**src/logic/pio_host_consts.svh**
```systemverilog
// timing constants and field positions for the pio host controller
`ifndef PIO_HOST_CONSTS_SVH
`define PIO_HOST_CONSTS_SVH
`define CLK_PERIOD_PS 10000
`define T0_M0_NS 600
`define T0_M1_NS 383
`define T0_M2_NS 240
`define T0_M3_NS 180
`define T0_M4_NS 120
`define T0_M5_NS 100
`define T0_M6_NS 80
`define T2_M0_NS 165
`define T2_M1_NS 125
`define T2_M2_NS 100
`define T2_M3_NS 80
`define T2_M4_NS 70
`define T2_M5_NS 65
`define T2_M6_NS 55
`define T2_REG8_NS 290
`define IO_T2_NS 165
`define T2I_M3_NS 70
`define T2I_M4_NS 25
`define T2I_M5_NS 25
`define T2I_M6_NS 20
`define T1_M0_NS 70
`define T9_M0_NS 20
`define TA_NS 35
`define TB_NS 1250
`define WAIT_MAX_NS 350
`define IO_WAIT_MODE_FIRST 3'h7
`define MODE_WAIT_LAST 3'h4
`define MODE_REG8_LAST 3'h2
`define REQ_WIDTH 24
`define REQ_WR_BIT 23
`define REQ_REG_BIT 22
`define REQ_REG8_BIT 21
`define REQ_CEH_BIT 20
`define REQ_CEL_BIT 19
`define REQ_ADDR_MSB 18
`define REQ_ADDR_LSB 16
`define REQ_DATA_MSB 15
`define REQ_DATA_LSB 0
`define CNT_W 8
`define FIFO_DEPTH 8
`endif

```
**src/logic/pio_host_pkg.sv**
```systemverilog
// types shared by the pio host controller
package pio_host_pkg;
  typedef enum logic [1:0] {ST_IDLE, ST_SETUP, ST_ACTIVE, ST_RECOVER} phase_e;
  typedef logic [2:0] mode_t;
endpackage : pio_host_pkg

```
**src/logic/fifo_if.sv**
```systemverilog
// valid/ready carrier between the request fifo and the sequencer
`timescale 1ns/1ps
interface fifo_if #(parameter int W = 23);
  logic valid;
  logic ready;
  logic [W-1:0] data;
  modport src (output valid, output data, input ready);
  modport dst (input valid, input data, output ready);
endinterface : fifo_if

```
**src/logic/req_fifo.sv**
```systemverilog
// small request fifo with registered read data
`timescale 1ns/1ps
module req_fifo #(
  parameter int WIDTH = 23,
  parameter int DEPTH = 8
) (
  input wire logic clk_i,
  input wire logic rstn_i,
  input wire logic ce_i,
  input wire logic in_valid_i,
  output logic in_ready_o,
  input wire logic [WIDTH-1:0] in_data_i,
  fifo_if.src out
);
  localparam int AW = $clog2(DEPTH);
  logic [WIDTH-1:0] mem_q [DEPTH];
  logic [AW:0] wr_q;
  logic [AW:0] rd_q;
  logic [AW:0] cnt;
  logic out_v_q;
  logic [WIDTH-1:0] out_q;
  logic push;
  logic pop;
  logic load;

  // ----------------------------------------
  // occupancy and handshakes
  // ----------------------------------------
  assign cnt = wr_q - rd_q;
  assign in_ready_o = (cnt != (AW+1)'(DEPTH));
  assign push = in_valid_i && in_ready_o;
  // output register refills when empty or being taken
  assign load = (cnt != '0) && (!out_v_q || out.ready);
  assign pop = load;
  assign out.valid = out_v_q;
  assign out.data = out_q;

  // storage array, no reset needed
  always_ff @(posedge clk_i)
  begin
    if (ce_i && push)
      mem_q[wr_q[AW-1:0]] <= in_data_i;
  end

  // pointers
  always_ff @(posedge clk_i or negedge rstn_i)
  begin
    if (!rstn_i)
    begin
      wr_q <= '0;
      rd_q <= '0;
    end
    else if (ce_i)
    begin
      if (push)
        wr_q <= wr_q + 1'b1;
      if (pop)
        rd_q <= rd_q + 1'b1;
    end
  end

  // registered read data
  always_ff @(posedge clk_i or negedge rstn_i)
  begin
    if (!rstn_i)
    begin
      out_v_q <= 1'b0;
      out_q <= '0;
    end
    else if (ce_i)
    begin
      if (load)
      begin
        out_v_q <= 1'b1;
        out_q <= mem_q[rd_q[AW-1:0]];
      end
      else if (out.ready)
        out_v_q <= 1'b0;
    end
  end
endmodule : req_fifo

```
**src/logic/pio_host.sv**
```systemverilog
// host-side sequencer for strobed pio read and write cycles
`timescale 1ns/1ps
module pio_host #(
  parameter int DW = 16,
  parameter int AW = 3
) (
  input wire logic CLK_I,
  input wire logic RSTN_I,
  input wire logic CE_I,
  input wire pio_host_pkg::mode_t MODE_I,
  input wire logic REQ_VALID_I,
  output logic REQ_READY_O,
  input wire logic REQ_WRITE_I,
  input wire logic REQ_REG_I,
  input wire logic REQ_REG8_I,
  input wire logic [1:0] REQ_CE_I,
  input wire logic [AW-1:0] REQ_ADDR_I,
  input wire logic [DW-1:0] REQ_WDATA_I,
  output logic RD_VALID_O,
  output logic [DW-1:0] RD_DATA_O,
  output logic WAIT_TIMEOUT_O,
  output logic BUSY_O,
  output logic IO_READ_STROBE_N_O,
  output logic IO_WRITE_STROBE_N_O,
  output logic REGISTER_SPACE_SELECT_N_O,
  output logic CARD_ENABLE_LOW_N_O,
  output logic CARD_ENABLE_HIGH_N_O,
  output logic [AW-1:0] HOST_ADDRESS_BUS_O,
  input wire logic [DW-1:0] HOST_DATA_BUS_I,
  output logic [DW-1:0] HOST_DATA_BUS_O,
  output logic HOST_DATA_BUS_OE_N_O,
  input wire logic IORDY_I
);
  import pio_host_pkg::*;
`include "pio_host_consts.svh"

  // ----------------------------------------
  // time conversion
  // ----------------------------------------
  // least time, rounded up, at least one cycle
  function automatic logic [`CNT_W-1:0] ns_min(input int ns);
    int c;
    c = (ns * 1000 + `CLK_PERIOD_PS - 1) / `CLK_PERIOD_PS;
    if (c < 1)
      c = 1;
    return c[`CNT_W-1:0];
  endfunction : ns_min

  // longest time, rounded down, at least one cycle
  function automatic logic [`CNT_W-1:0] ns_max(input int ns);
    int c;
    c = (ns * 1000) / `CLK_PERIOD_PS;
    if (c < 1)
      c = 1;
    return c[`CNT_W-1:0];
  endfunction : ns_max

  // per-mode cycle time, active width and recovery
  function automatic logic [`CNT_W-1:0] t0_cyc(input mode_t m);
    unique case (m)
      3'h0: return ns_min(`T0_M0_NS);
      3'h1: return ns_min(`T0_M1_NS);
      3'h2: return ns_min(`T0_M2_NS);
      3'h3: return ns_min(`T0_M3_NS);
      3'h4: return ns_min(`T0_M4_NS);
      3'h5: return ns_min(`T0_M5_NS);
      default: return ns_min(`T0_M6_NS);
    endcase
  endfunction : t0_cyc

  function automatic logic [`CNT_W-1:0] t2_cyc(input mode_t m, input logic reg8);
    // 8-bit register strobes are stretched in the slow modes
    if (reg8 && m <= `MODE_REG8_LAST)
      return ns_min(`T2_REG8_NS);
    // card i/o takes the widest waited strobe so every i/o cycle mode is met
    if (m == `IO_WAIT_MODE_FIRST)
      return ns_min(`IO_T2_NS);
    unique case (m)
      3'h0: return ns_min(`T2_M0_NS);
      3'h1: return ns_min(`T2_M1_NS);
      3'h2: return ns_min(`T2_M2_NS);
      3'h3: return ns_min(`T2_M3_NS);
      3'h4: return ns_min(`T2_M4_NS);
      3'h5: return ns_min(`T2_M5_NS);
      default: return ns_min(`T2_M6_NS);
    endcase
  endfunction : t2_cyc

  function automatic logic [`CNT_W-1:0] t2i_cyc(input mode_t m);
    unique case (m)
      3'h3: return ns_min(`T2I_M3_NS);
      3'h4: return ns_min(`T2I_M4_NS);
      3'h5: return ns_min(`T2I_M5_NS);
      3'h6: return ns_min(`T2I_M6_NS);
      default: return ns_min(`T2I_M6_NS);
    endcase
  endfunction : t2i_cyc

  // ----------------------------------------
  // request buffer
  // ----------------------------------------
  fifo_if #(.W(`REQ_WIDTH)) req ();
  logic fifo_in_ready;
  logic [`REQ_WIDTH-1:0] req_word;

  // all three register address lines travel with the request
  assign req_word = {REQ_WRITE_I, REQ_REG_I, REQ_REG8_I, REQ_CE_I[1], REQ_CE_I[0],
                     REQ_ADDR_I, REQ_WDATA_I};

  req_fifo #(.WIDTH(`REQ_WIDTH), .DEPTH(`FIFO_DEPTH)) u_fifo (
    .clk_i(CLK_I),
    .rstn_i(RSTN_I),
    .ce_i(CE_I),
    .in_valid_i(REQ_VALID_I),
    .in_ready_o(fifo_in_ready),
    .in_data_i(req_word),
    .out(req)
  );

  // ----------------------------------------
  // cycle sequencer
  // ----------------------------------------
  phase_e phase_q;
  logic [`CNT_W-1:0] cnt_q;
  logic [`CNT_W-1:0] cyc_q;
  logic [`CNT_W-1:0] wait_q;
  logic [`REQ_WIDTH-1:0] cur_q;
  logic waiting;
  logic wait_allowed;
  logic wait_limit;
  logic active_done;
  logic take;

  // waits only exist in modes 0-4 and in card i/o mode 7
  assign wait_allowed = (MODE_I <= `MODE_WAIT_LAST) || (MODE_I == `IO_WAIT_MODE_FIRST);
  // longer limit in ide modes, shorter in card i/o mode
  assign wait_limit = (MODE_I == `IO_WAIT_MODE_FIRST) ? (wait_q >= ns_max(`WAIT_MAX_NS))
                                                      : (wait_q >= ns_max(`TB_NS));
  assign waiting = wait_allowed && (cnt_q >= ns_min(`TA_NS)) && !IORDY_I && !wait_limit;
  assign active_done = (cnt_q + 1'b1 >= t2_cyc(MODE_I, cur_q[`REQ_REG8_BIT])) && !waiting;
  assign take = (phase_q == ST_IDLE) && req.valid;
  assign req.ready = take;

  // phase and counters
  always_ff @(posedge CLK_I or negedge RSTN_I)
  begin
    if (!RSTN_I)
    begin
      phase_q <= ST_IDLE;
      cnt_q <= '0;
      cyc_q <= '0;
      cur_q <= '0;
    end
    else if (CE_I)
    begin
      unique case (phase_q)
        ST_IDLE:
          if (req.valid)
          begin
            cur_q <= req.data;
            phase_q <= ST_SETUP;
            cnt_q <= '0;
          end
        ST_SETUP:
          // address and enables settle before strobe
          if (cnt_q + 1'b1 >= ns_min(`T1_M0_NS))
          begin
            phase_q <= ST_ACTIVE;
            cnt_q <= '0;
            cyc_q <= '0;
          end
          else
            cnt_q <= cnt_q + 1'b1;
        ST_ACTIVE:
          begin
            cyc_q <= cyc_q + 1'b1;
            if (active_done)
            begin
              phase_q <= ST_RECOVER;
              cnt_q <= '0;
            end
            else
              cnt_q <= cnt_q + 1'b1;
          end
        ST_RECOVER:
          begin
            cyc_q <= cyc_q + 1'b1;
            cnt_q <= cnt_q + 1'b1;
            // recovery stretched to reach the cycle time
            if ((cnt_q + 1'b1 >= t2i_cyc(MODE_I)) && (cnt_q + 1'b1 >= ns_min(`T9_M0_NS))
                && (cyc_q + 1'b1 >= t0_cyc(MODE_I)))
              phase_q <= ST_IDLE;
          end
      endcase
    end
  end

  // wait length counter and timeout flag
  always_ff @(posedge CLK_I or negedge RSTN_I)
  begin
    if (!RSTN_I)
    begin
      wait_q <= '0;
      WAIT_TIMEOUT_O <= 1'b0;
    end
    else if (CE_I)
    begin
      if (phase_q != ST_ACTIVE)
        wait_q <= '0;
      else if (wait_allowed && cnt_q >= ns_min(`TA_NS) && !IORDY_I)
        wait_q <= wait_q + 1'b1;
      // a stuck card cannot hang the port
      WAIT_TIMEOUT_O <= (phase_q == ST_ACTIVE) && wait_allowed && !IORDY_I && wait_limit;
    end
  end

  // ----------------------------------------
  // pin drive
  // ----------------------------------------
  // strobes and bus, all registered
  always_ff @(posedge CLK_I or negedge RSTN_I)
  begin
    if (!RSTN_I)
    begin
      IO_READ_STROBE_N_O <= 1'b1;
      IO_WRITE_STROBE_N_O <= 1'b1;
      REGISTER_SPACE_SELECT_N_O <= 1'b1;
      CARD_ENABLE_LOW_N_O <= 1'b1;
      CARD_ENABLE_HIGH_N_O <= 1'b1;
      HOST_ADDRESS_BUS_O <= '0;
      HOST_DATA_BUS_O <= '0;
      HOST_DATA_BUS_OE_N_O <= 1'b1;
      BUSY_O <= 1'b0;
      REQ_READY_O <= 1'b0;
    end
    else if (CE_I)
    begin
      REQ_READY_O <= fifo_in_ready;
      BUSY_O <= (phase_q != ST_IDLE) || req.valid;
      if (take)
      begin
        REGISTER_SPACE_SELECT_N_O <= !req.data[`REQ_REG_BIT];
        CARD_ENABLE_LOW_N_O <= !req.data[`REQ_CEL_BIT];
        CARD_ENABLE_HIGH_N_O <= !req.data[`REQ_CEH_BIT];
        HOST_ADDRESS_BUS_O <= AW'(req.data[`REQ_ADDR_MSB:`REQ_ADDR_LSB]);
        HOST_DATA_BUS_O <= req.data[`REQ_DATA_MSB:`REQ_DATA_LSB];
        HOST_DATA_BUS_OE_N_O <= !req.data[`REQ_WR_BIT];
      end
      if (phase_q == ST_SETUP && cnt_q + 1'b1 >= ns_min(`T1_M0_NS))
      begin
        IO_READ_STROBE_N_O <= cur_q[`REQ_WR_BIT];
        IO_WRITE_STROBE_N_O <= !cur_q[`REQ_WR_BIT];
      end
      if (phase_q == ST_ACTIVE && active_done)
      begin
        IO_READ_STROBE_N_O <= 1'b1;
        IO_WRITE_STROBE_N_O <= 1'b1;
      end
      // hold data and enables into the recovery, release them once T9_M0_NS has passed; address stays until the next request
      if (phase_q == ST_RECOVER && cnt_q + 1'b1 >= ns_min(`T9_M0_NS))
      begin
        HOST_DATA_BUS_OE_N_O <= 1'b1;
        CARD_ENABLE_LOW_N_O <= 1'b1;
        CARD_ENABLE_HIGH_N_O <= 1'b1;
        REGISTER_SPACE_SELECT_N_O <= 1'b1;
      end
    end
  end

  // read data captured at strobe end, after ready returned or the wait limit was hit
  always_ff @(posedge CLK_I or negedge RSTN_I)
  begin
    if (!RSTN_I)
    begin
      RD_VALID_O <= 1'b0;
      RD_DATA_O <= '0;
    end
    else if (CE_I)
    begin
      RD_VALID_O <= (phase_q == ST_ACTIVE) && active_done && !cur_q[`REQ_WR_BIT];
      if ((phase_q == ST_ACTIVE) && active_done && !cur_q[`REQ_WR_BIT])
        RD_DATA_O <= HOST_DATA_BUS_I;
    end
  end
endmodule : pio_host

```
**config.mk**
```make
export PLATFORM = sky130hd
export DESIGN_NAME = pio_host
export DESIGN_NICKNAME = d
export VERILOG_FILES = /design/src/logic/pio_host_pkg.sv /design/src/logic/fifo_if.sv /design/src/logic/req_fifo.sv /design/src/logic/pio_host.sv
export VERILOG_INCLUDE_DIRS = /design/src /design/src/logic
export SDC_FILE = /design/constraint.sdc
export NUM_CORES = 1
export LEC_CHECK = 0
export ABC_AREA = 1
export BUFFER_PORTS_ARGS = -buffer_cell sky130_fd_sc_hd__buf_2
export CAP_MARGIN = 20
export CORE_MARGIN = 2
export CORE_UTILIZATION = 55
export CTS_BUF_LIST = sky130_fd_sc_hd__clkbuf_4
export CTS_CLUSTER_SIZE = 24
export DETAILED_ROUTE_END_ITERATION = 6
export PLACE_DENSITY = 0.74
export SETUP_SLACK_MARGIN = 0.2
export SLEW_MARGIN = 10
export SYNTH_ARGS = -nofsm -noshare
export SYNTH_HDL_FRONTEND = slang
export SYNTH_SLANG_ARGS = --single-unit
```
**constraint.sdc**
```tcl
create_clock -name CLK_I -period 8.5 [get_ports CLK_I]
set_input_delay 0.85 -clock CLK_I [delete_from_list [all_inputs] [get_ports CLK_I]]
set_output_delay 0.85 -clock CLK_I [all_outputs]
set_load 0.02 [all_outputs]
```
### Word-level counts from Yosys, hierarchy flattened

Memories as Yosys holds them, arrays and structs flattened. A register that Yosys moved wholly into a read port is not among the register bits.
Cells that the tools add are included.

| storage, ports and cells | value |
|---|---|
| flip-flop bits (word level) | 104 |
| RAM bits | 192 |
| input bits | 48 |
| word-level logic and storage cells | 151 |
| memories | 1 |

| cells by class | value |
|---|---|
| add/sub/neg operators | 6 |
| $lt $le $gt $ge | 10 |
| eq/ne operators | 15 |
| mux-type cells | 44 |
| reductions and logical operators | 54 |

Memory list:

| name | depth | bits a word | rd ports | clocked after Yosys merged registers in | wr ports | RTL line | RTL |
|---|---|---|---|---|---|---|---|
| u_fifo.mem_q | 8 | 24 | 1 | 1 | 1 | req_fifo.sv:16 | `logic [WIDTH-1:0] mem_q [DEPTH];` |

Operators with widths:

| cell | count |
|---|---|
| 2-to-1 mux 8 bit | 14 |
| one-hot mux 6 bit (6 select lines) | 1 |
| one-hot mux 8 bit (4 select lines) | 1 |
| one-hot mux 5 bit (5 select lines) | 1 |
| adder 8 x 1 -> 8 bit, second input constant | 3 |
| >= comparator 8 bit | 3 |
| 2-to-1 mux 1 bit | 20 |
| logical AND 1 bit | 18 |
| AND reduction 2 bit | 9 |
| >= comparator 8 x 3 -> 1 bit, second input constant | 2 |
| one-hot mux 8 bit (2 select lines) | 1 |
| nonzero test 2 bit | 6 |
| logical NOT 1 bit | 10 |
| == test 3 bit, second input constant | 3 |
| adder 4 x 1 -> 4 bit, second input constant | 2 |
| >= comparator 8 x 2 -> 1 bit, second input constant | 1 |
| >= comparator 8 x 6 -> 1 bit, second input constant | 1 |
| >= comparator 8 x 7 -> 1 bit, second input constant | 1 |
| 2-to-1 mux 2 bit | 4 |
| one-hot mux 2 bit (4 select lines) | 1 |
| == test 3 x 2 -> 1 bit, second input constant | 2 |
| != test 2 bit, second input constant | 3 |
| one-hot mux 3 bit (2 select lines) | 1 |
| AND reduction 3 bit | 2 |
| other kinds (14) | 19 |

### Longest topological paths before layout

Gate-level depths: netlist (run 1).

| logic depth | value |
|---|---|
| depth in word-level cells | 11 |
| mapped depth | 21 |
| gate-level depth less buffers | 20 |

### Hierarchy

From an unflattened synthesis (run 1), not the netlist that was laid out.

| second synthesis, totals | value |
|---|---|
| cell total of the unflattened synthesis | 1575 |
| area, all modules | 14142.3 um^2 |

By module, submodules not included:

| module | instances | cells each | area each (um^2) | seq. area each (um^2) |
|---|---|---|---|---|
| req_fifo | 1 | 1039 | 9993.3 | 6591.3 |
| pio_host | 1 | 536 | 4149.0 | 1834.3 |

### Worst setup path after synthesis (run 1)

No wires, ideal clock.

| path | value |
|---|---|
| path kind | reg-to-reg |
| from | register u_fifo.rd_q[2] |
| to | memory u_fifo.mem_q[0][0] (netlist name), enable pin |
| arrival time | 3.025 ns |
| path slack | 5.071 ns |
| cell stages (with the launch flop) | 13 |
| buffers on the path | 2 |
| path through | dfrtp_1 clkbuf_1 clkinv_1 clkbuf_1 ha_1 nand2_1 nand2_1 xnor2_1 nand2_1 nand3_1 inv_1 nand2_1 nor2_1 |

| on the way | value |
|---|---|
| longest elaborated chain between the ends | 6 |

Ends and longest elaborated chain:

| item | RTL line | RTL |
|---|---|---|
| start: declaration | req_fifo.sv:18 | `logic [AW:0] rd_q;` |
| start signal: assignment | req_fifo.sv:58 | `rd_q <= rd_q + 1'b1;` |
| subtractor 4 bit | req_fifo.sv:29 | `assign cnt = wr_q - rd_q;` |
| != test 4 bit | req_fifo.sv:30 | `assign in_ready_o = (cnt != (AW+1)'(DEPTH));` |
| logical AND 1 bit | req_fifo.sv:31 | `assign push = in_valid_i && in_ready_o;` |
| logical AND 1 bit | req_fifo.sv:41 | `if (ce_i && push)` |
| 2-to-1 mux 1 bit | req_fifo.sv:41 |  |
| 2-to-1 mux 1 bit (implied by the code) | req_fifo.sv:42 | `mem_q[wr_q[AW-1:0]] <= in_data_i;` |
| end: declaration | req_fifo.sv:16 |  |

No other way between the ends.

### Worst setup path after layout (run 1)

| path | value |
|---|---|
| from | register u_fifo.rd_q[2] |
| to | memory u_fifo.mem_q[1][15] (netlist name), enable pin |

The elaborated chain is that of the path after synthesis.

==> flow_metrics.env, run 1 <==
export IMPL_initial_core_util=0.557
export IMPL_die_y_um=158
export IMPL_clockBufferDepth=3
export IMPL_syn_area_um2=13000
export IMPL_tightest_slew_ns=0.765
export IMPL_yosysWarnings=0
export IMPL_finalSetupTns_ns=0
export IMPL_period_minus_slack_ns=4.21
export IMPL_antenna_left=0
export IMPL_drt_pass1_iter_count=7
export IMPL_post_cts_buffers=0
export IMPL_p_leak_nw=6.52
export IMPL_first_iter_violations=820
export IMPL_r2r_slack_ns=4.29
export IMPL_drc=0
export IMPL_syn_inst=1202
export IMPL_drv_cap=0
export IMPL_hold_path_class="in2async"
export IMPL_cts_inserted_buffers=75
export IMPL_power_density_nw_per_um2=323
export IMPL_cpPeakStageDelay_ns=0.84
export IMPL_grt_pass1_wl_um=44000
export IMPL_critPathTopFamily="buffers and inverters"
export IMPL_final_cell_area_um2=14800
export IMPL_vias=9093
export IMPL_cts_sinks=298
export IMPL_finalWirelength_um=28100
export IMPL_grt_antenna_before_repair=1
export IMPL_mostFrequentLayoutCells="282 x nand2_1, 192 x edfxtp_1, 116 x o21ai_0, 111 x clkbuf_4, 109 x inv_1"
export IMPL_p_total_w=0.00479
export IMPL_synth_edf_count=192
export IMPL_worst_setup_path_end_kind="flop"
export IMPL_vias_per_cell=5.29
export IMPL_hold_viol_final=0
export IMPL_synth_seq_area_share=0.646
export IMPL_critPathMaxFanout=26
export IMPL_grt_pass1_vias=8625
export IMPL_multiInputGateArea_um2=3980
export IMPL_holdWs_ns=0.159
export IMPL_worst_ep_arrival_time_ns=4.57
export IMPL_status="finished clean"
export IMPL_cts_tree="built"
export IMPL_ctsHoldBuffers=0
export IMPL_clk_latency_ns=0.71
export IMPL_portBuffers=92
export IMPL_fin_crit_sh=0.495
export IMPL_reg2reg_depth=11
export IMPL_worstSetupPathType="reg2reg"
export IMPL_finalNetCount=1416
export IMPL_wl_per_cell_um=16.3
export IMPL_final_setup_viol_count=0
export IMPL_worst_ep_required_time_ns=8.86
export IMPL_final_common_cell="nand2_1"
export IMPL_ys_flop_type="edfxtp_1"
export IMPL_drv_slew=0
export IMPL_boundaryPins=93
export IMPL_syn_num_nets=1281
export IMPL_clock_skew_ns=0.0586
export IMPL_worst_path_stages=11
export IMPL_gr_total_overflow=0
export IMPL_die_area_um2=25000
export IMPL_regArea_um2=8430
export IMPL_ctsRootBufferMaster="clkbuf_4"
export IMPL_worstSetupStartpointType="flop"
export IMPL_core_area_um2=23400
export IMPL_die_w_um=158
export IMPL_grt_start_max_net_pins=101
export IMPL_path_clk_slew_ns=0.08
export IMPL_synth_cell_type_count=41
export IMPL_gp_congestion=0.928
export IMPL_synthArstFlopShare=0.356
export IMPL_fmax_mhz=238
export IMPL_fin_util=0.634
export IMPL_htreeDepth=3
export IMPL_cts_resized=0
export IMPL_slew_headroom=0.490
export IMPL_area_growth_pct=13.8
export IMPL_num_rows=56
export IMPL_ys_ff_latch=298
export IMPL_vdd_drop_max_v=0.000186
export IMPL_drive_gt1_frac=0.194
export IMPL_slowest_stage="dfrtp_1"
export IMPL_avgSynthCellArea_um2=10.9
export IMPL_path_common_cell="nand2_1"
export IMPL_crit_chain="clkinv_1 > ha_1 > nand2_1 > nand2_1 > xnor2_1 > nand2_1 > nand3_1 > inv_1 > nand2_1 > nor2_2 > buf_4"
export IMPL_dpl_instance_area_um2=13800
export IMPL_hpwl_um=18300
export IMPL_rsz0062_at_grt="no"
export IMPL_fillCellCount=1936
export IMPL_cp_buffers_inverters=3
export IMPL_gr_usage_all_layers=0.230
-- final cells by class --
| cell class | count | area share |
|---|---|---|
| antenna | 2 | 0.000337 |
| clock inverter | 28 | 0.0108 |
| inverter | 117 | 0.0298 |
| tap | 319 | 0.0269 |
| sequential | 298 | 0.568 |
| timing repair buffer | 107 | 0.0401 |
| clock buffer | 111 | 0.0561 |
| multi-input combinational | 738 | 0.268 |
-- registers in the layout, summed over array words and instances (netlist names), 2 cells and up --
| signal | flops |
|---|---|
| cyc_q | 8 |
| HOST_DATA_BUS_O | 16 |
| cnt_q | 8 |
| u_fifo.out.data | 24 |
| cur_q | 2 |
| HOST_ADDRESS_BUS_O | 3 |
| phase_q | 2 |
| u_fifo.rd_q | 4 |
| RD_DATA_O | 16 |
| wait_q | 8 |
| u_fifo.mem_q | 192 |
| u_fifo.wr_q | 4 |
-- cell families (layout without fill, tap and decap cells) --
logic type,after synthesis,in the layout,synth area share
buffers and inverters,166,363,0.0511
DFF,298,298,0.646
xor gates and xnor gates,12,12,0.00806
other,0,2,0
adders and majority gates,31,31,0.0297
muxes,48,48,0.0368
and+or+nand+nor,431,431,0.139
AOI/OAI and AO/OA,216,216,0.0891
-- report_power, final --
group	total [W]	internal, W	switching, W
Sequential	0.00203	0.00183	0.000205
Combinational	0.00154	0.000510	0.00103
Clock	0.00122	0.000639	0.000578
Total	0.00479	0.00298	0.00181
-- worst paths after layout --
kind / to / from
max: u_fifo.mem_q[1][15]$_DFFE_PP_ / u_fifo.rd_q[2]$_DFFE_PN0P_
min: cnt_q[2]$_DFFE_PN0P_ / RSTN_I
max reg2reg: u_fifo.mem_q[1][15]$_DFFE_PP_ / u_fifo.rd_q[2]$_DFFE_PN0P_
min reg2reg: cur_q[21]$_DFFE_PN0P_ / u_fifo.out.data[21]$_DFFE_PN0P_
max in group asynchronous: u_fifo.out.data[6]$_DFFE_PN0P_ / RSTN_I
min in group CLK_I: RD_DATA_O[4]$_DFFE_PN0P_ / HOST_DATA_BUS_I[4]
-- stage by stage --
stage	setup WS (ns)	cells
after detailed placement	4.33	1578
final	4.29	1720
after floorplan	5.07	1202
after global routing	3.91	1719
after CTS	4.31	1717
after global placement	4.47	1578
-- metal layers --
metal,track usage,part of all wire,up-vias
met3,0.0602,0.077,47
met4,0.0708,0.017,0
met1,0.317,0.45,4328
met2,0.360,0.46,298
li1,-,-,4420
met5,0,0,-
-- cells in the mapped netlist (3+ instances only) --
library cell | number | area [um2]
xnor2_1 | 4 | 35.0
nand2_1 | 282 | 1060
nor3_1 | 4 | 20.0
o21bai_1 | 3 | 22.5
nand3_1 | 31 | 155
buf_1 | 4 | 15.0
xor2_1 | 8 | 70.1
edfxtp_1 | 192 | 5770
nor2_1 | 68 | 255
dfrtp_1 | 100 | 2500
nand3b_1 | 3 | 22.5
nor2_2 | 4 | 25.0
a31oi_1 | 24 | 150
mux2i_1 | 48 | 480
clkbuf_1 | 34 | 128
nand2_2 | 7 | 43.8
nand4_1 | 23 | 144
a21oi_1 | 60 | 300
ha_1 | 31 | 388
inv_2 | 5 | 18.8
o21ai_0 | 116 | 581
buf_2 | 8 | 40.0
o21ai_2 | 4 | 35.0
inv_1 | 109 | 409
or2_2 | 4 | 25.0
dfstp_2 | 6 | 158
Power figures use the tool's default switching activity.
==> run 2, diff against run 1 <==
--- a/config.mk
+++ b/config.mk
@@ -6,7 +6,7 @@
 export SDC_FILE = /design/constraint.sdc
 export NUM_CORES = 1
 export LEC_CHECK = 0
-export ABC_AREA = 1
+export ABC_AREA = 0
 export BUFFER_PORTS_ARGS = -buffer_cell sky130_fd_sc_hd__buf_2
 export CAP_MARGIN = 20
 export CORE_MARGIN = 2
==> constraint.sdc (replaced) <==
create_clock -name CLK_I -period 4.34 [get_ports CLK_I]
set_input_delay 0.434 -clock CLK_I [delete_from_list [all_inputs] [get_ports CLK_I]]
set_output_delay 0.434 -clock CLK_I [all_outputs]
set_load 0.02 [all_outputs]
==> run 2 against run 1 <==
Synthesized cell count decreased by 32%. Wire length decreased by 9.1%. First-iteration DRC count decreased by 39%. Register-to-register slack got worse by 3.3 ns. Hold slack got worse by 0.097 ns. Largest cell class unchanged. Largest power group unchanged.
==> flow_metrics.env, run 2 <==
export IMPL_syn_area_um2=12500
export IMPL_p_leak_nw=5.82
export IMPL_synth_cell_type_count=64
export IMPL_final_setup_viol_count=0
export IMPL_worstSetupPathType="reg2reg"
export IMPL_reg2reg_depth=10
export IMPL_finalWirelength_um=25500
export IMPL_drt_pass1_iter_count=6
export IMPL_die_area_um2=23900
export IMPL_rsz0062_at_grt="no"
export IMPL_drv_slew=0
export IMPL_drv_cap=0
export IMPL_critPathTopFamily="simple AND/OR/NAND/NOR gates"
export IMPL_vdd_drop_max_v=0.000510
export IMPL_worst_ep_arrival_time_ns=3.91
export IMPL_initial_core_util=0.556
export IMPL_die_y_um=155
export IMPL_vias_per_cell=5.61
export IMPL_fillCellCount=1586
export IMPL_dp_slack_ns=0.953
export IMPL_boundaryPins=93
export IMPL_final_common_cell="edfxtp_1"
export IMPL_yosysMostFrequentCell="edfxtp_1"
export IMPL_synthArstFlopShare=0.356
export IMPL_gr_usage_all_layers=0.223
export IMPL_crit_chain="inv_1 > ha_1 > ha_1 > or3b_2 > o211ai_1 > a21oi_1 > a211oi_1 > nor3_1 > nand2b_1 > mux2_2"
export IMPL_p_total_w=0.00949
export IMPL_syn_inst=814
export IMPL_layout_setup_ws_ns=0.958
export IMPL_avgSynthCellArea_um2=15.3
export IMPL_cp_buffers_inverters=1
export IMPL_period_minus_slack_ns=3.38
export IMPL_worst_setup_path_end_kind="flop"
export IMPL_synth_top_cell_by_area="edfxtp_1"
export IMPL_synth_compound_area_frac=0.0573
export IMPL_ys_flop_type="edfxtp_1"
export IMPL_clock_skew_ns=0.0534
export IMPL_grt_start_max_net_pins=74
export IMPL_grt_pass1_wl_um=40800
export IMPL_htreeDepth=3
export IMPL_holdPathStages=1
export IMPL_ctsHoldBuffers=37
export IMPL_fin_crit_sh=0.779
export IMPL_path_common_cell="ha_1"
export IMPL_gp_congestion=0.798
export IMPL_cts_inserted_buffers=76
export IMPL_grt_antenna_before_repair=1
export IMPL_critPathMaxFanout=17
export IMPL_clk_latency_ns=0.69
export IMPL_cts_sinks=298
export IMPL_hold_path_class="in2reg"
export IMPL_hold_viol_final=0
export IMPL_status="finished clean"
export IMPL_num_rows=55
export IMPL_portBuffers=92
export IMPL_synthSimpleGateAreaFrac=0.0748
export IMPL_ys_ff_latch=298
export IMPL_finalNetCount=1085
export IMPL_path_clk_slew_ns=0.07
export IMPL_mostFrequentLayoutCells="192 x edfxtp_1, 116 x clkbuf_4, 98 x dfrtp_1, 92 x nand2_1, 91 x buf_2"
export IMPL_syn_num_nets=893
export IMPL_synthTopCellsByCount="192 x edfxtp_1, 100 x dfrtp_1, 92 x nand2_1"
export IMPL_synth_xor_area_frac=0.0162
export IMPL_tightest_slew_ns=1.00
export IMPL_synth_edf_count=192
export IMPL_vias=7630
export IMPL_cts_tree="built"
export IMPL_regArea_um2=8430
export IMPL_clockBufferDepth=3
export IMPL_wl_per_cell_um=18.8
export IMPL_die_w_um=155
export IMPL_worst_path_stages=10
export IMPL_drive_gt1_frac=0.336
export IMPL_antenna_left=0
export IMPL_synth_fa_ha_area_frac=0.0311
export IMPL_area_growth_pct=18.8
export IMPL_yosysWarnings=0
export IMPL_grt_pass1_vias=7895
export IMPL_cpPeakStageDelay_ns=0.56
export IMPL_slowest_stage="nand2b_1"
export IMPL_synth_top_family_by_area="multiplexers"
export IMPL_largest_register_ffs=192
export IMPL_slew_headroom=0.332
export IMPL_gr_total_overflow=0
export IMPL_synthMuxAreaShare=0.124
export IMPL_synth_area_top_cells="edfxtp_1 46%, dfrtp_1 20%, mux4_2 8.7%"
export IMPL_synth_top_area_frac=0.462
export IMPL_post_cts_buffers=0
export IMPL_finalSetupTns_ns=0
export IMPL_cts_resized=0
export IMPL_multiInputGateArea_um2=3830
export IMPL_fmax_mhz=296
export IMPL_synth_seq_area_share=0.676
export IMPL_worst_ep_required_time_ns=4.86
export IMPL_worstSetupStartpointType="flop"
export IMPL_ctsRootBufferMaster="clkbuf_4"
export IMPL_power_density_nw_per_um2=641
export IMPL_drc=0
export IMPL_hpwl_um=15200
export IMPL_first_iter_violations=497
export IMPL_core_area_um2=22400
## run 2: cell types whose count changed after synthesis, sizes merged, moves of 6 or more
cell    before  now
mux2i       48    2
clkbuf      34   28
mux2         0   40
nand4       23    5
nor2        73   49
nand3       34   22
a31oi       24   30
nand2      289   92
o21ai      121   29
nand2b       0    9
a21oi       61    8
inv        115   22
mux4         0   48
xnor2        4   11
## run 2: area by class of cell
cell class,instances,area share
timing repair buffer,153,0.0697
clock inverter,26,0.0134
clock buffer,116,0.0588
antenna,4,0.000675
sequential,298,0.569
tap,285,0.0241
multi-input combinational,454,0.259
inverter,23,0.00583
## run 2: worst paths after layout
kind / from / to / slack (ns)
min reg2reg: u_fifo.out.data[20]$_DFFE_PN0P_ / CARD_ENABLE_HIGH_N_O$_DFFE_PN1P_ / 0.46
max reg2reg: cnt_q[0]$_DFFE_PN0P_ / RD_DATA_O[9]$_DFFE_PN0P_ / 0.96
max in group asynchronous: RSTN_I / HOST_DATA_BUS_OE_N_O$_DFFE_PN1P_ / 3.00
min: REQ_CE_I[1] / u_fifo.mem_q[0][20]$_DFFE_PP_ / 0.06
min in group asynchronous: RSTN_I / cnt_q[6]$_DFFE_PN0P_ / 0.17
max: cnt_q[0]$_DFFE_PN0P_ / RD_DATA_O[9]$_DFFE_PN0P_ / 0.96
## run 2: power by group
group | internal (W) | leakage [nW] | total, W | switching (W)
Combinational | 0.00131 | 2.18 | 0.00303 | 0.00172
Sequential | 0.00362 | 3.02 | 0.00395 | 0.000324
Clock | 0.00141 | 0.625 | 0.00252 | 0.00111
## run 2: cells by family (layout without fill, tap and decap cells)
logic type,count (synthesis),count (layout)
flip-flops,298,298
AND/OR/NAND/NOR,204,204
AO/OA/AOI/OAI,106,106
multiplexers,90,90
buffers and inverters,62,318
adder cells (fa/ha/maj),31,31
XOR/XNOR,23,23
other,0,4
## run 2: layer usage
metal | vias to the layer above | wire, um | global-route usage
met3 | 50 | 1660 | 0.0471
met2 | 257 | 12500 | 0.376
li1 | 3529 | - | -
met5 | - | 0 | 0
met4 | 0 | 489 | 0.0807
met1 | 3794 | 10900 | 0.289
## run 2: per-stage QoR
| stage | instance area, um2 | utilization | hold slack (ns) | std cells |
|---|---|---|---|---|
| 5_1_grt | 14800 | 0.661 | 0.0116 | 1359 |
| 6_report | 14800 | 0.661 | 0.0619 | 1359 |
| 3_3_place_gp | 13300 | 0.595 | 0.435 | 1175 |
| 2_1_floorplan | 12500 | - | 0.138 | 814 |
| 4_1_cts | 14800 | 0.659 | 0.00115 | 1354 |
| 3_5_place_dp | 13300 | 0.595 | 0.443 | 1175 |
==> run 3, diff against run 2 <==
--- a/config.mk
+++ b/config.mk
@@ -14,7 +14,7 @@
 export CTS_BUF_LIST = sky130_fd_sc_hd__clkbuf_4
 export CTS_CLUSTER_SIZE = 24
 export DETAILED_ROUTE_END_ITERATION = 6
-export PLACE_DENSITY = 0.74
+export PLACE_DENSITY = 0.77
 export SETUP_SLACK_MARGIN = 0.2
 export SLEW_MARGIN = 10
 export SYNTH_ARGS = -nofsm -noshare
==> constraint.sdc (replaced) <==
create_clock -name CLK_I -period 3.1 [get_ports CLK_I]
set_input_delay 0.31 -clock CLK_I [delete_from_list [all_inputs] [get_ports CLK_I]]
set_output_delay 0.31 -clock CLK_I [all_outputs]
set_load 0.02 [all_outputs]
==> run 3 against run 2 <==
Sequential share of layout area is 0.63 points lower. Clock-buffer cell count decreased by 1. Sequential cell count stayed put. Clock skew decreased by 0.0077 ns. Non-clock buffer count increased by 9. Critical path depth is 1 higher. Highest routed layer unchanged. Hold slack worse by 0.00059 ns. Via count shrank 0.85%. Die area unchanged. Power is 39% higher. Global-route usage is 0.55 points lower.
==> flow_metrics.env, run 3 (same netlist as run 2, synthesis figures left out) <==
export IMPL_status="finished clean"
export IMPL_area_growth_pct=20.2
export IMPL_finalSetupTns_ns=0
export IMPL_grt_pass1_vias=7837
export IMPL_drive_gt1_frac=0.343
export IMPL_rr_startpoint="cnt_q[0]$_DFFE_PN0P_"
export IMPL_power_frac_clock=0.246
export IMPL_gr_total_overflow=0
export IMPL_dpl_instance_area_um2=13600
export IMPL_worst_ep_arrival_time_ns=3.35
export IMPL_p_leak_nw=5.86
export IMPL_drv_slew=0
export IMPL_clk_latency_ns=0.69
export IMPL_critPathMaxFanout=6
export IMPL_path_clk_slew_ns=0.07
export IMPL_antenna_left=0
export IMPL_sw_frac_of_total=0.340
export IMPL_finalWirelength_um=25100
export IMPL_fmax_mhz=357
export IMPL_core_area_um2=22400
export IMPL_power_switching_w=0.00450
export IMPL_worst_setup_path_end_kind="flop"
export IMPL_boundaryPins=93
export IMPL_grt_start_max_net_pins=64
export IMPL_wl_per_cell_um=18.5
export IMPL_worst_ep_required_time_ns=3.65
export IMPL_reg2reg_depth=11
export IMPL_r2r_end="phase_q[1]$_DFFE_PN0P_"
export IMPL_tightest_slew_ns=0.995
export IMPL_gp_congestion=0.858
export IMPL_clock_skew_ns=0.0458
export IMPL_drv_cap=0
export IMPL_power_density_nw_per_um2=884
export IMPL_grt_antenna_before_repair=1
export IMPL_portBuffers=92
export IMPL_cts_sinks=298
export IMPL_worstSetupPathType="reg2reg"
export IMPL_rsz0062_at_grt="yes"
export IMPL_period_minus_slack_ns=2.80
export IMPL_r2r_slack_ns=0.30
export IMPL_min_delay_start="CE_I"
export IMPL_num_rows=55
export IMPL_p_int_w=0.00874
export IMPL_hold_path_class="in2reg"
export IMPL_initial_core_util=0.556
export IMPL_die_area_um2=23900
export IMPL_power_frac_comb=0.337
export IMPL_cts_inserted_buffers=76
export IMPL_final_cell_area_um2=15000
export IMPL_fin_util=0.668
export IMPL_vias_per_cell=5.56
export IMPL_hpwl_um=15200
export IMPL_p_seq_frac=0.417
export IMPL_hold_viol_final=0
export IMPL_final_common_cell="edfxtp_1"
export IMPL_clockBufferDepth=3
export IMPL_layout_setup_ws_ns=0.301
export IMPL_ctsRootBufferMaster="clkbuf_4"
export IMPL_die_w_um=155
export IMPL_finalNetCount=1094
export IMPL_worstSetupStartpointType="flop"
export IMPL_largest_register_ffs=192
export IMPL_vias=7565
export IMPL_htreeDepth=3
export IMPL_dp_slack_ns=0.179
export IMPL_final_setup_viol_count=0
export IMPL_vdd_drop_max_v=0.000598
export IMPL_fin_crit_sh=0.903
export IMPL_p_total_w=0.0132
export IMPL_cts_tree="built"
export IMPL_die_y_um=155
export IMPL_holdPathStages=2
export IMPL_grt_pass1_wl_um=40200
export IMPL_mostFrequentLayoutCells="192 x edfxtp_1, 115 x clkbuf_4, 98 x dfrtp_1, 91 x buf_2, 90 x nand2_1"
export IMPL_first_iter_violations=475
export IMPL_slew_headroom=0.326
export IMPL_drc=0
export IMPL_gr_usage_all_layers=0.217
export IMPL_drt_pass1_iter_count=4
export IMPL_whs_endpoint="WAIT_TIMEOUT_O$_DFFE_PN0P_"
-- run 3: cell type report --
class | count | area [um2]
diodes | 1 | 2.50
clock buffers | 115 | 863
clock inverters | 23 | 111
fillers | 1568 | 7450
inverters | 23 | 98.8
multi-input cells | 454 | 3930
flip-flops and latches | 298 | 8430
well taps | 285 | 357
repair buffers | 162 | 1190
-- run 3: how the worst max path moves through the flow --
| stage | start | to | slack, ns | depth (start not counted) |
|---|---|---|---|---|
| 2_1_floorplan | u_fifo.rd_q[1]$_DFFE_PN0P_ | u_fifo.mem_q[0][0]$_DFFE_PP_ | 0.03 | 10 |
| 3_3_place_gp | cnt_q[0]$_DFFE_PN0P_ | RD_DATA_O[12]$_DFFE_PN0P_ | 0.23 | 11 |
| 3_5_place_dp | cnt_q[0]$_DFFE_PN0P_ | phase_q[1]$_DFFE_PN0P_ | 0.18 | 11 |
| 4_1_cts | cnt_q[0]$_DFFE_PN0P_ | cnt_q[3]$_DFFE_PN0P_ | 0.19 | 10 |
| 5_1_grt | cnt_q[0]$_DFFE_PN0P_ | phase_q[1]$_DFFE_PN0P_ | 0.14 | 11 |
| 6_report | cnt_q[0]$_DFFE_PN0P_ | phase_q[1]$_DFFE_PN0P_ | 0.30 | 11 |
-- run 3: timing repair --
| item | 4_1_cts | 5_1_grt |
|---|---|---|
| pin swaps | 0 | 1 |
| cloned | 0 | 0 |
| buffers inserted | 0 | 2 |
| endpoints found under the hold margin | 265 | 0 |
| hold buffers | 42 | 0 |
| gates resized for setup | 2 | 3 |
| endpoints found under the setup margin | 17 | 24 |
-- run 3: layer usage --
metal / up-vias / wire [um] / track usage
li1: 3537 / - / -
met4: 0 / 359 / 0.0719
met3: 30 / 1190 / 0.0471
met1: 3790 / 10300 / 0.269
met5: - / 0 / 0
met2: 208 / 13300 / 0.383
-- run 3: power by group through the flow --
| stage | clock network [W] | logic (W) | registers [W] |
|---|---|---|---|
| 2_1_floorplan | 0 | 0.00294 | 0.00581 |
| 3_3_place_gp | 0 | 0.00432 | 0.00557 |
| 3_5_place_dp | 0 | 0.00443 | 0.00561 |
| 4_1_cts | 0.00337 | 0.00449 | 0.00553 |
| 5_1_grt | 0.00358 | 0.00488 | 0.00561 |
| 6_report | 0.00325 | 0.00446 | 0.00552 |
-- run 3: critical path, stage by stage (launching register included) --
cell and delay (ns):
dfrtp_1 0.37, buf_4 0.14, ha_2 0.25, nand3_1 0.14, xnor2_1 0.18, ha_1 0.30
o21ai_0 0.09, a21oi_2 0.16, a211oi_2 0.06, or2_2 0.33, a211o_1 0.33, mux2_1 0.32
-- run 3: through the flow --
| step | std cells | hold slack [ns] |
|---|---|---|
| after global routing | 1361 | 0.0555 |
| after detailed placement | 1178 | 0.450 |
| final | 1361 | 0.0613 |
| after global placement | 1178 | 0.439 |
| after CTS | 1358 | 0.0105 |
| after floorplan | 814 | 0.0144 |
